--- src/design/bpl_pkg.sv ---
// Package: constants and types for the backplane pulse line interface
package bpl_pkg;

  // ----------------------------------------
  // Register map (printed offsets 0x06, 0x07 are not multiples of four: index * 4)
  // ----------------------------------------
  localparam logic [7:0] CFG_IDX = 8'h06;
  localparam logic [7:0] SETUP_ONE_IDX = 8'h07;
  localparam logic [7:0] TXCTL_IDX = 8'h08;
  localparam logic [7:0] STAT_IDX = 8'h09;
  localparam logic [11:0] CFG_ADDR = {2'b00, CFG_IDX, 2'b00};
  localparam logic [11:0] SETUP_ONE_ADDR = {2'b00, SETUP_ONE_IDX, 2'b00};
  localparam logic [11:0] TXCTL_ADDR = {2'b00, TXCTL_IDX, 2'b00};
  localparam logic [11:0] STAT_ADDR = {2'b00, STAT_IDX, 2'b00};

  // ----------------------------------------
  // Field positions and reset values
  // ----------------------------------------
  localparam int CFG_BACKPLANE_BIT = 2;
  localparam int CFG_TX_ENABLE_POLARITY_PIN_BIT = 5;
  localparam int SETUP_ONE_PUSHPULL_BIT = 7;
  localparam int TXCTL_DIFF_BIT = 0;
  localparam logic [7:0] CFG_RST = 8'h00;
  localparam logic [7:0] SETUP_ONE_RST = 8'h00;
  localparam logic [7:0] TXCTL_RST = 8'h00;

  // ----------------------------------------
  // Timing
  // ----------------------------------------
  localparam int CLK_MHZ = 250;
  localparam int PULSE_NS = 200;
  localparam int BIT_RATE_KBPS = 2500;
  localparam int PULSE_CYC = (PULSE_NS * CLK_MHZ + 999) / 1000;
  localparam int BIT_CYC = (CLK_MHZ * 1000) / BIT_RATE_KBPS;
  localparam int HALF_BIT_CYC = BIT_CYC / 2;
  localparam int FIFO_DEPTH = 32;
  localparam int FIFO_WIDTH = 1;

endpackage : bpl_pkg

--- src/design/bpl_bit_fifo.sv ---
// Bit FIFO between the transmit bit stream and the pulse transmitter
`timescale 1ns/10ps
module bpl_bit_fifo #(
  parameter int WIDTH = 1,
  parameter int DEPTH = 32
) (
  // Clock and reset
  input wire logic clk,
  input wire logic rst_b,
  // Fill side
  input wire logic in_valid,
  output logic in_ready,
  input wire logic [WIDTH-1:0] in_data,
  // Drain side
  output logic out_valid,
  input wire logic out_ready,
  output logic [WIDTH-1:0] out_data,
  output logic [$clog2(DEPTH):0] level
);
  localparam int AW = $clog2(DEPTH);
  logic [WIDTH-1:0] mem_ff [DEPTH];
  logic [AW-1:0] wr_ptr_ff;
  logic [AW-1:0] rd_ptr_ff;
  logic [AW:0] cnt_ff;
  logic do_wr;
  logic do_rd;

  assign in_ready = (cnt_ff != (AW+1)'(DEPTH));
  assign out_valid = (cnt_ff != '0);
  assign do_wr = in_valid && in_ready;
  assign do_rd = out_valid && out_ready;
  assign out_data = mem_ff[rd_ptr_ff];
  assign level = cnt_ff;

  always_ff @(posedge clk) begin
    if (do_wr) begin
      mem_ff[wr_ptr_ff] <= in_data;
    end
  end

  always_ff @(posedge clk or negedge rst_b) begin
    if (!rst_b) begin
      wr_ptr_ff <= '0;
      rd_ptr_ff <= '0;
      cnt_ff <= '0;
    end else begin
      if (do_wr) begin
        wr_ptr_ff <= wr_ptr_ff + 1'b1;
      end
      if (do_rd) begin
        rd_ptr_ff <= rd_ptr_ff + 1'b1;
      end
      cnt_ff <= cnt_ff + (AW+1)'(do_wr) - (AW+1)'(do_rd);
    end
  end
endmodule : bpl_bit_fifo

--- src/design/bpl_rx_decode.sv ---
// Receive decoder: negative pulse per bit cell becomes a one
`timescale 1ns/10ps
module bpl_rx_decode
  import bpl_pkg::*;
(
  // Clock and reset
  input wire logic clk,
  input wire logic rst_b,
  // Control
  input wire logic enable,
  input wire logic rx_pulse_in,
  // Decoded stream
  output logic rx_bit_valid,
  output logic rx_bit
);
  logic rx_d_ff;
  logic active_ff;
  logic seen_ff;
  logic [7:0] cnt_ff;
  logic fall;

  assign fall = rx_d_ff && !rx_pulse_in;

  always_ff @(posedge clk or negedge rst_b) begin
    if (!rst_b) begin
      rx_d_ff <= 1'b1;
    end else begin
      rx_d_ff <= rx_pulse_in;
    end
  end

  // Cell timer restarts on a pulse unless the open cell count is 1 to HALF_BIT_CYC - 1; cells without a pulse yield zeros
  always_ff @(posedge clk or negedge rst_b) begin
    if (!rst_b) begin
      active_ff <= 1'b0;
      seen_ff <= 1'b0;
      cnt_ff <= '0;
      rx_bit_valid <= 1'b0;
      rx_bit <= 1'b0;
    end else begin
      rx_bit_valid <= 1'b0;
      if (!enable) begin
        active_ff <= 1'b0;
        seen_ff <= 1'b0;
      end else if (fall && (!active_ff || cnt_ff == 8'd0 || cnt_ff >= 8'(HALF_BIT_CYC))) begin
        // A pulse right at a cell wrap opens the new cell; the old one is already out
        if (active_ff && cnt_ff != 8'd0) begin
          rx_bit_valid <= 1'b1;
          rx_bit <= seen_ff;
        end
        active_ff <= 1'b1;
        seen_ff <= 1'b1;
        cnt_ff <= 8'd1;
      end else if (active_ff) begin
        if (cnt_ff == 8'(BIT_CYC - 1)) begin
          rx_bit_valid <= 1'b1;
          rx_bit <= seen_ff;
          seen_ff <= 1'b0;
          cnt_ff <= '0;
        end else begin
          cnt_ff <= cnt_ff + 8'd1;
        end
      end
    end
  end
endmodule : bpl_rx_decode

--- src/design/bpl_line_if.sv ---
// Top: APB registers, bit FIFO, backplane pulse transmitter and receiver
//
// Contract
// Push-pull or open-drain driver; open-drain default
// One is 200 ns low pulse; zero none
// Received low pulse is one, none zero
// Backplane mode drives clock on second output; the code leaves it undriven when the strap reads low at reset
// Differential mode pulses only while enable active
// Reset holds all line outputs inactive
// Strap at reset picks enable polarity
// Strapped polarity applies only in backplane mode
// Backplane bit selects pulse signalling, else hybrid
//
// Added by the designer: the APB interface to the registers.
`timescale 1ns/10ps
module bpl_line_if
  import bpl_pkg::*;
(
  // Clock and reset
  input wire logic clk,
  input wire logic rst_b,
  // APB slave
  input wire logic psel,
  input wire logic penable,
  input wire logic pwrite,
  input wire logic [11:0] paddr,
  input wire logic [31:0] pwdata,
  output logic [31:0] prdata,
  output logic pready,
  output logic pslverr,
  // Transmit bit stream in
  input wire logic tx_bit_valid,
  output logic tx_bit_ready,
  input wire logic tx_bit,
  // Received bit stream out
  output logic rx_bit_valid,
  output logic rx_bit,
  // Media pins
  output logic tx_pulse_out_o,
  output logic tx_pulse_out_oe,
  input wire logic aux_pulse_clock_in,
  output logic aux_pulse_clock_out_o,
  output logic aux_pulse_clock_out_oe,
  output logic tx_enable_out,
  input wire logic rx_pulse_in,
  // Hybrid mode indication
  output logic hybrid_mode
);
  // ----------------------------------------
  // Registers
  // ----------------------------------------
  logic [7:0] cfg_ff;
  logic [7:0] setup_one_ff;
  logic [7:0] txctl_ff;
  logic strap_high_ff;
  logic strap_done_ff;
  logic backplane;
  logic pushpull;
  logic diff_mode;
  logic tx_en_req;

  function automatic logic hit(input logic [11:0] a, input logic [11:0] r);
    return a == r;
  endfunction : hit

  logic wr_acc;
  logic mapped;
  assign wr_acc = psel && penable && pwrite;
  assign mapped = hit(paddr, CFG_ADDR) || hit(paddr, SETUP_ONE_ADDR) ||
                  hit(paddr, TXCTL_ADDR) || hit(paddr, STAT_ADDR);
  assign pready = 1'b1;
  assign pslverr = psel && penable && !mapped;

  assign backplane = cfg_ff[CFG_BACKPLANE_BIT];
  assign hybrid_mode = !backplane;
  assign pushpull = setup_one_ff[SETUP_ONE_PUSHPULL_BIT];
  assign diff_mode = txctl_ff[TXCTL_DIFF_BIT];
  assign tx_en_req = cfg_ff[CFG_TX_ENABLE_POLARITY_PIN_BIT];

  always_ff @(posedge clk or negedge rst_b) begin
    if (!rst_b) begin
      cfg_ff <= CFG_RST;
      setup_one_ff <= SETUP_ONE_RST;
      txctl_ff <= TXCTL_RST;
    end else if (wr_acc) begin
      if (hit(paddr, CFG_ADDR)) begin
        cfg_ff <= pwdata[7:0];
      end
      if (hit(paddr, SETUP_ONE_ADDR)) begin
        setup_one_ff <= pwdata[7:0];
      end
      if (hit(paddr, TXCTL_ADDR)) begin
        txctl_ff <= pwdata[7:0];
      end
    end
  end

  // ----------------------------------------
  // Polarity strap, caught once after reset release
  // ----------------------------------------
  always_ff @(posedge clk or negedge rst_b) begin
    if (!rst_b) begin
      strap_done_ff <= 1'b0;
      strap_high_ff <= 1'b0;
    end else if (!strap_done_ff) begin
      strap_done_ff <= 1'b1;
      strap_high_ff <= !aux_pulse_clock_in;
    end
  end

  // ----------------------------------------
  // Transmit FIFO and pulse generator
  // ----------------------------------------
  logic f_valid;
  logic f_ready;
  logic [0:0] f_data;
  logic [5:0] f_level;
  logic [7:0] bit_cnt_ff;
  logic [7:0] pulse_cnt_ff;
  logic pulse_ff;
  logic tx_act_ff;
  logic bit_start;
  logic tx_allowed;
  logic [7:0] prd;

  bpl_bit_fifo #(.WIDTH(FIFO_WIDTH), .DEPTH(FIFO_DEPTH)) u_fifo (
    .clk(clk),
    .rst_b(rst_b),
    .in_valid(tx_bit_valid),
    .in_ready(tx_bit_ready),
    .in_data(tx_bit),
    .out_valid(f_valid),
    .out_ready(f_ready),
    .out_data(f_data),
    .level(f_level)
  );

  // Differential driver: no pulses unless enable is on
  assign tx_allowed = backplane && (!diff_mode || tx_en_req);
  assign bit_start = tx_allowed && (bit_cnt_ff == 8'd0) && strap_done_ff;
  assign f_ready = bit_start;

  always_ff @(posedge clk or negedge rst_b) begin
    if (!rst_b) begin
      bit_cnt_ff <= '0;
      tx_act_ff <= 1'b0;
    end else if (bit_start && f_valid) begin
      bit_cnt_ff <= 8'(BIT_CYC - 1);
      tx_act_ff <= 1'b1;
    end else if (bit_cnt_ff != 8'd0) begin
      bit_cnt_ff <= bit_cnt_ff - 8'd1;
    end else begin
      tx_act_ff <= 1'b0;
    end
  end

  always_ff @(posedge clk or negedge rst_b) begin
    if (!rst_b) begin
      pulse_ff <= 1'b0;
      pulse_cnt_ff <= '0;
    end else if (bit_start && f_valid && f_data[0]) begin
      pulse_ff <= 1'b1;
      pulse_cnt_ff <= 8'(PULSE_CYC - 1);
    end else if (pulse_cnt_ff != 8'd0) begin
      pulse_cnt_ff <= pulse_cnt_ff - 8'd1;
    end else begin
      pulse_ff <= 1'b0;
    end
  end

  // Pulse line low while pulsing; open-drain releases for high
  always_ff @(posedge clk or negedge rst_b) begin
    if (!rst_b) begin
      tx_pulse_out_o <= 1'b1;
      tx_pulse_out_oe <= 1'b0;
    end else begin
      tx_pulse_out_o <= !pulse_ff;
      tx_pulse_out_oe <= backplane && (pulse_ff || pushpull);
    end
  end

  // Bit-cell clock on second output, low in first half of each cell
  always_ff @(posedge clk or negedge rst_b) begin
    if (!rst_b) begin
      aux_pulse_clock_out_o <= 1'b1;
      aux_pulse_clock_out_oe <= 1'b0;
    end else begin
      aux_pulse_clock_out_o <= !(tx_act_ff && bit_cnt_ff >= 8'(HALF_BIT_CYC));
      aux_pulse_clock_out_oe <= backplane && !strap_high_ff;
    end
  end

  // Enable output: strapped polarity only in backplane mode
  always_ff @(posedge clk or negedge rst_b) begin
    if (!rst_b) begin
      tx_enable_out <= 1'b1;
    end else begin
      if (backplane && strap_high_ff) begin
        tx_enable_out <= tx_en_req && diff_mode;
      end else begin
        tx_enable_out <= !(tx_en_req && diff_mode && backplane);
      end
    end
  end

  // ----------------------------------------
  // Receiver
  // ----------------------------------------
  bpl_rx_decode u_rx (
    .clk(clk),
    .rst_b(rst_b),
    .enable(backplane),
    .rx_pulse_in(rx_pulse_in),
    .rx_bit_valid(rx_bit_valid),
    .rx_bit(rx_bit)
  );

  // ----------------------------------------
  // Read mux
  // ----------------------------------------
  always_comb begin
    prd = 8'h00;
    if (hit(paddr, CFG_ADDR)) begin
      prd = cfg_ff;
    end else if (hit(paddr, SETUP_ONE_ADDR)) begin
      prd = setup_one_ff;
    end else if (hit(paddr, TXCTL_ADDR)) begin
      prd = txctl_ff;
    end else if (hit(paddr, STAT_ADDR)) begin
      prd = {f_level[5:0], strap_high_ff, tx_act_ff};
    end
  end

  always_ff @(posedge clk or negedge rst_b) begin
    if (!rst_b) begin
      prdata <= '0;
    end else if (psel && !penable && !pwrite) begin
      prdata <= {24'h00_0000, prd};
    end
  end
endmodule : bpl_line_if

--- config.mk ---
export PLATFORM = sky130hd
export DESIGN_NAME = bpl_line_if
export DESIGN_NICKNAME = d
export VERILOG_FILES = /design/src/design/bpl_pkg.sv /design/src/design/bpl_bit_fifo.sv /design/src/design/bpl_rx_decode.sv /design/src/design/bpl_line_if.sv
export SDC_FILE = /design/constraint.sdc
export NUM_CORES = 1
export LEC_CHECK = 0
export BUFFER_PORTS_ARGS = -buffer_cell sky130_fd_sc_hd__clkbuf_2
export CORE_MARGIN = 3
export CORE_UTILIZATION = 59
export CTS_BUF_LIST = sky130_fd_sc_hd__clkbuf_8
export DETAILED_ROUTE_END_ITERATION = 10
export PLACE_DENSITY = 0.82
export SLEW_MARGIN = 20
export SYNTH_ARGS = -nofsm -noshare
export SYNTH_HDL_FRONTEND = slang
export SYNTH_HIERARCHICAL = 1
export SYNTH_SLANG_ARGS = --single-unit
--- constraint.sdc ---
create_clock -name clk -period 3.4 [get_ports clk]
set_input_delay 0.34 -clock clk [delete_from_list [all_inputs] [get_ports clk]]
set_output_delay 0.34 -clock clk [all_outputs]
set_load 0.01 [all_outputs]
==> Word level (Yosys, flattened, before mapping) <==
Memories as Yosys holds them, arrays and structs flattened.
Index checks and enable logic that the tools add are counted.
{ "word_totals": {"ff_bits": 86, "latchBits": 0, "mem_bits_rw": 32, "rom_bits": 0, "in_bits": 53, "output_inout_bits": 43, "elab_cells": 134, "n_memories": 1} }
{ "classes": {"n_addsub": 7, "mul": 0, "div": 0, "n_lt_le_gt_ge": 2, "n_eq_ne": 12, "shift": 0, "muxes": 33, "bitwise_logic": 0, "n_reduce_logical": 55} }
{ "memory_table": {"columns": ["name", "depth", "width", "read_ports", "rd_clocked_by_memory_dff", "wr", "line_no", "source"], "rows": [
  ["u_fifo.mem_ff", 32, 1, 1, 0, 1, "bpl_bit_fifo.sv:21", "logic [WIDTH-1:0] mem_ff [DEPTH];"]
]} }
{ "op_table": {"columns": ["cell", "n"], "rows": [
  ["8-bit 2-to-1 mux", 11],
  ["12-bit by 5-bit equality test with 1-bit output, second input constant", 2],
  ["12-bit by 6-bit equality test with 1-bit output, second input constant", 2],
  ["8-bit nonzero test", 3],
  ["1-bit 2-to-1 mux", 22],
  ["1-bit logical AND", 20],
  ["8-bit by 6-bit >= comparator with 1-bit output, second input constant", 2],
  ["8-bit logical NOT", 2],
  ["8-bit by 1-bit subtractor with 8-bit output, second input constant", 2],
  ["1-bit logical NOT", 12],
  ["5-bit by 1-bit adder with 5-bit output, second input constant", 2],
  ["2-bit AND reduction", 5],
  ["8-bit by 1-bit adder with 8-bit output, second input constant", 1],
  ["8-bit by 7-bit equality test with 1-bit output, second input constant", 1],
  ["2-bit nonzero test", 4],
  ["1-bit logical OR", 7],
  ["6-bit by 1-bit adder with 6-bit output", 1],
  ["3-bit by 1-bit inequality test with 1-bit output, second input constant", 2],
  ["6-bit inequality test, second input constant", 1],
  ["6-bit nonzero test", 1],
  ["6-bit by 1-bit subtractor with 6-bit output", 1],
  ["2-bit by 1-bit inequality test with 1-bit output, second input constant", 2],
  ["2-bit inequality test, second input constant", 2],
  ["4-bit AND reduction", 1]
]} }

==> Longest topological paths before layout <==
{ "depth": {"word_depth": 8, "depth_mapped": 15, "depth_no_buf": 15} }

==> Modules after synthesis <==
The synthesis kept the hierarchy.
{ "modules_own_cells": {"columns": ["mod", "n_inst", "cells_per_inst", "area_each_um2", "seq_area_each_um2"], "rows": [
  ["bpl_line_if", 1, 269, 3030.4, 1430.1],
  ["bpl_bit_fifo", 1, 183, 2384.8, 1361.3],
  ["bpl_rx_decode", 1, 72, 748.2, 326.6]
]} }

==> Worst setup path after synthesis <==
OpenSTA, ideal clock, no wires.
{ "synth_timing": {"path_type": "register to register", "from": "register bit_cnt_ff[0]", "to": "register u_fifo.cnt_ff[4] (netlist: u_fifo/level[4])", "setup_ns": 0.079, "arrival_time_ns": 2.800, "required_time_ns": 3.321, "slack_ns": 0.521, "path_stages_with_launch": 16, "path_buffers": 0, "period_less_slack_ns": 2.879, "cell_sequence": "dfrtp_1 inv_1 ha_1 nor4b_4 nand2_2 nor2_1 a21boi_1 ha_1 inv_1 ha_1 inv_1 fa_1 inv_1 a21oi_1 o21ai_0 xor2_1"} }
{ "synth_between": {"elab_chain_len": 5} }
{ "synth_rtl": {"columns": ["item", "line_no", "source"], "rows": [
  ["from (decl)", "bpl_line_if.sv:118", "logic [7:0] bit_cnt_ff;"],
  ["from (signal assigned)", "bpl_line_if.sv:148", "bit_cnt_ff <= 8'(BIT_CYC - 1);"],
  ["from (signal assigned)", "bpl_line_if.sv:151", "bit_cnt_ff <= bit_cnt_ff - 8'd1;"],
  ["8-bit logical NOT", "bpl_line_if.sv:140", "assign bit_start = tx_allowed && (bit_cnt_ff == 8'd0) && strap_done_ff;"],
  ["1-bit logical AND (2 in series)", "bpl_line_if.sv:140", null],
  ["net bit_start", "bpl_line_if.sv:122", "logic bit_start;"],
  ["1-bit logical AND", "bpl_bit_fifo.sv:31", "assign do_rd = out_valid && out_ready;"],
  ["net u_fifo.do_rd", "bpl_bit_fifo.sv:26", "logic do_rd;"],
  ["6-bit by 1-bit subtractor with 6-bit output", "bpl_bit_fifo.sv:53", "cnt_ff <= cnt_ff + (AW+1)'(do_wr) - (AW+1)'(do_rd);"],
  ["to (signal assigned)", "bpl_bit_fifo.sv:53", null],
  ["to (decl)", "bpl_bit_fifo.sv:24", "logic [AW:0] cnt_ff;"]
]} }
The timed path passes the listed nets, and every way through them passes these cells.
A chain may end at the register's enable or synchronous reset.

==> Worst setup path after layout <==
Ends and elaborated chain as after synthesis.

==> metrics.txt <==
Cell variety after synth=76; ranking of synthesized cells by area=dfrtp_1, edfxtp_1, mux2_2; I/O pin count=96; status=finished, final reports clean; Yosys warnings=6; ratio of cells with drive above 1 in the final layout=22.6%; post-CTS setup buffer count=0; fin crit share=88.0%; Register-to-Register Setup Slack=0.41 ns; DR iter-0 viols=321; FF/Latch Area=3120 sq um; first-pass GRT wire length=20600 um; Mapped Avg Cell Area=11.8 sq um; ys flop type=dfrtp_1; Worst IR Drop VDD=539 uV; largest net degree at the start of global routing=87; worst min-delay path startpoint=aux_pulse_clock_in; Seq/Total Area, Yosys=50.6%; via count=4233; Core Rows=36; Power Total=4190 uW; DRT Pass-1 Iters=5; ys async rst share=72.9%; clock skew=0.00970 ns; vias in the first global route=4200; Seq cells post-synth=118; RR Endpoint=u_fifo/level[4]; final wirelength=12200 um; cell area after synthesis=6160 sq um; cts repair resizes=0; share of the synthesized area in the top cell type=33.3%; worst r2r path cells=15; M2 GR Usage=37.3%; Post-synth EDFFs=32; Worst Hold End=strap_high_ff; port bufs=46; H-tree depth=4; Worst EP arrival=3.35 ns; Req. time, crit path=3.76 ns; later-pin clock latency in the skew report=0.44 ns; Layout Area Growth over Synthesis=10.6%; CTS tree=built; Max FO, Critical Path=5; clk sinks=118; WS Path Type=flip-flop to flip-flop; Post-Layout Cell Count=721; Final Util=68.5%; Power Dens Cells=614 nW/um^2; Max Root-Sink Buffers=2; worst reg2reg startpoint=bit_cnt_ff[0]; RSZ-0062 raised after global routing=no; Chip Height=108 um; met1 GRT Util=28.7%; Multi-input gate area=2750 sq um; Starting Density=61.9%; Layout Nets=651; Core ar.=9950 sq um; # DRC=0; initial antenna violation count=0; area leader, netlist=dfrtp_1; Hold/Removal Path Class=input pin to flip-flop; CTS buffer count=17; crit path time final=2.99 ns; grt met3 use=6.45%; die area=11700 sq um; GR Util All Layers=22.7%; DIE WIDTH=108 um; cells after synthesis=524; setup TNS=0 ns; Post-DRT Antenna Nets=0; Startpoint Class=flip-flop; Max Slew Vio Count=0; Root Buffer=clkbuf_8; GRT Max-Usage Layer=met2; post-DP HPWL=8140 um; hold path cells=2; CTS clk-pin slew, worst paths=0.07 ns; fmax=334 MHz; wire per inst=16.9 um; ANT cells=0; Setup-failing EPs final=0; Least-Margin Pin Slew=0.858 ns; Hold Buf Count CTS=1; GRT overflow=0; Fin. Hold Viols=0; Critical Path Sink Type=flip-flop; LEAKAGE=0.00297 uW; Via density=5.87; Filler cells=729; placed cells=687; Synth top cells by count=dfrtp_1, nor2_1, edfxtp_1, inv_1, mux2_2; Slew HR=42.5%; max cap viols=0; routability cong.=0.938; cell with the most instances after synthesis=dfrtp_1
-- metrics by stage --
step                      hold slack (ns)  instance area, sq um  worst slack [ns]
final                              0.0885                  6820             0.410
after global routing               0.0566                  6820             0.109
after CTS                          0.0542                  6800             0.382
after detailed placement            0.408                  6400             0.418
after global placement              0.412                  6400             0.546
after floorplan                    0.0444                  6250             0.521
-- worst max path at each step --
stage	start	to	slack (ns)	depth (start not counted)
6_report	bit_cnt_ff[0]	u_fifo/level[4]	0.41	15
5_1_grt	bit_cnt_ff[0]	u_fifo/level[4]	0.11	15
4_1_cts	bit_cnt_ff[0]	u_fifo/level[4]	0.38	15
3_5_place_dp	bit_cnt_ff[0]	u_fifo/level[4]	0.42	15
3_3_place_gp	bit_cnt_ff[0]	u_fifo/level[4]	0.55	15
2_1_floorplan	bit_cnt_ff[0]	u_fifo/level[4]	0.52	15
-- layer usage --
layer / up-vias / wire (um)
met2: 152 / 6200
li1: 1962 / -
met1: 2100 / 5100
met5: - / 0
met3: 19 / 675
met4: 0 / 180
-- cell families after synthesis --
logic type | after synthesis | share of synthesized area [%]
AOI/OAI and AO/OA | 90 | 10.8
xor gates and xnor gates | 22 | 3.13
adders and majority gates | 23 | 4.79
buffers and inverters | 73 | 6.21
DFF | 118 | 50.6
muxes | 42 | 9.54
other | 2 | 0.122
and+or+nand+nor | 154 | 14.8
-- critical path, stage by stage (launching register included) --
cell and delay, ns:
dfrtp_1 0.38, inv_1 0.14, ha_1 0.18, nor4b_4 0.29, nand2_2 0.14, nor2_1 0.12
a21boi_1 0.21, ha_1 0.26, inv_1 0.07, ha_1 0.16, inv_1 0.06, fa_1 0.40
inv_1 0.07, a21oi_1 0.05, o21ai_0 0.21, xor2_1 0.17
-- registers in the layout, indices dropped and copies added (netlist names), 5 cells and up --
| name | count |
|---|---|
| u_rx/cnt_ff | 8 |
| pulse_cnt_ff | 8 |
| txctl_ff | 8 |
| prdata | 8 |
| u_fifo/level | 6 |
| u_fifo/rd_ptr_ff | 5 |
| u_fifo/mem_ff | 32 |
| setup_one_ff | 8 |
| u_fifo/wr_ptr_ff | 5 |
| bit_cnt_ff | 8 |
| cfg_ff | 8 |
-- power breakdown --
group          total [uW]  internal, uW  switching, uW
logic                1020           443            579
registers            1900          1660            245
clock network        1260           725            536
-- final cells by class --
| cell class | count | share of cell area (%) |
|---|---|---|
| inverter | 31 | 1.71 |
| tap | 133 | 2.44 |
| timing repair buffer | 50 | 3.98 |
| multi-input combinational | 357 | 40.4 |
| clock inverter | 14 | 2.13 |
| sequential | 118 | 45.7 |
| clock buffer | 18 | 3.63 |
-- layout by cell type (no fill, tap or decap), types with 5 or more instances in the layout --
master     instances
nand4_1            5
a21oi_1           13
dfrtp_1           82
nand2_1           22
xor2_1             8
nand3_1            7
a2bb2oi_1          8
xnor2_1           14
inv_1             36
mux4_1             7
a21boi_0           8
edfxtp_1          32
a22oi_1            8
conb_1            26
clkbuf_8          18
ha_1              22
nor3_1             9
nor2_1            52
o211ai_1           6
clkbuf_2          45
mux2_2            29
o31ai_1           10
and3_1             6
or4_1              5
o21ai_0            8
(Power assumes the default switching activity.)
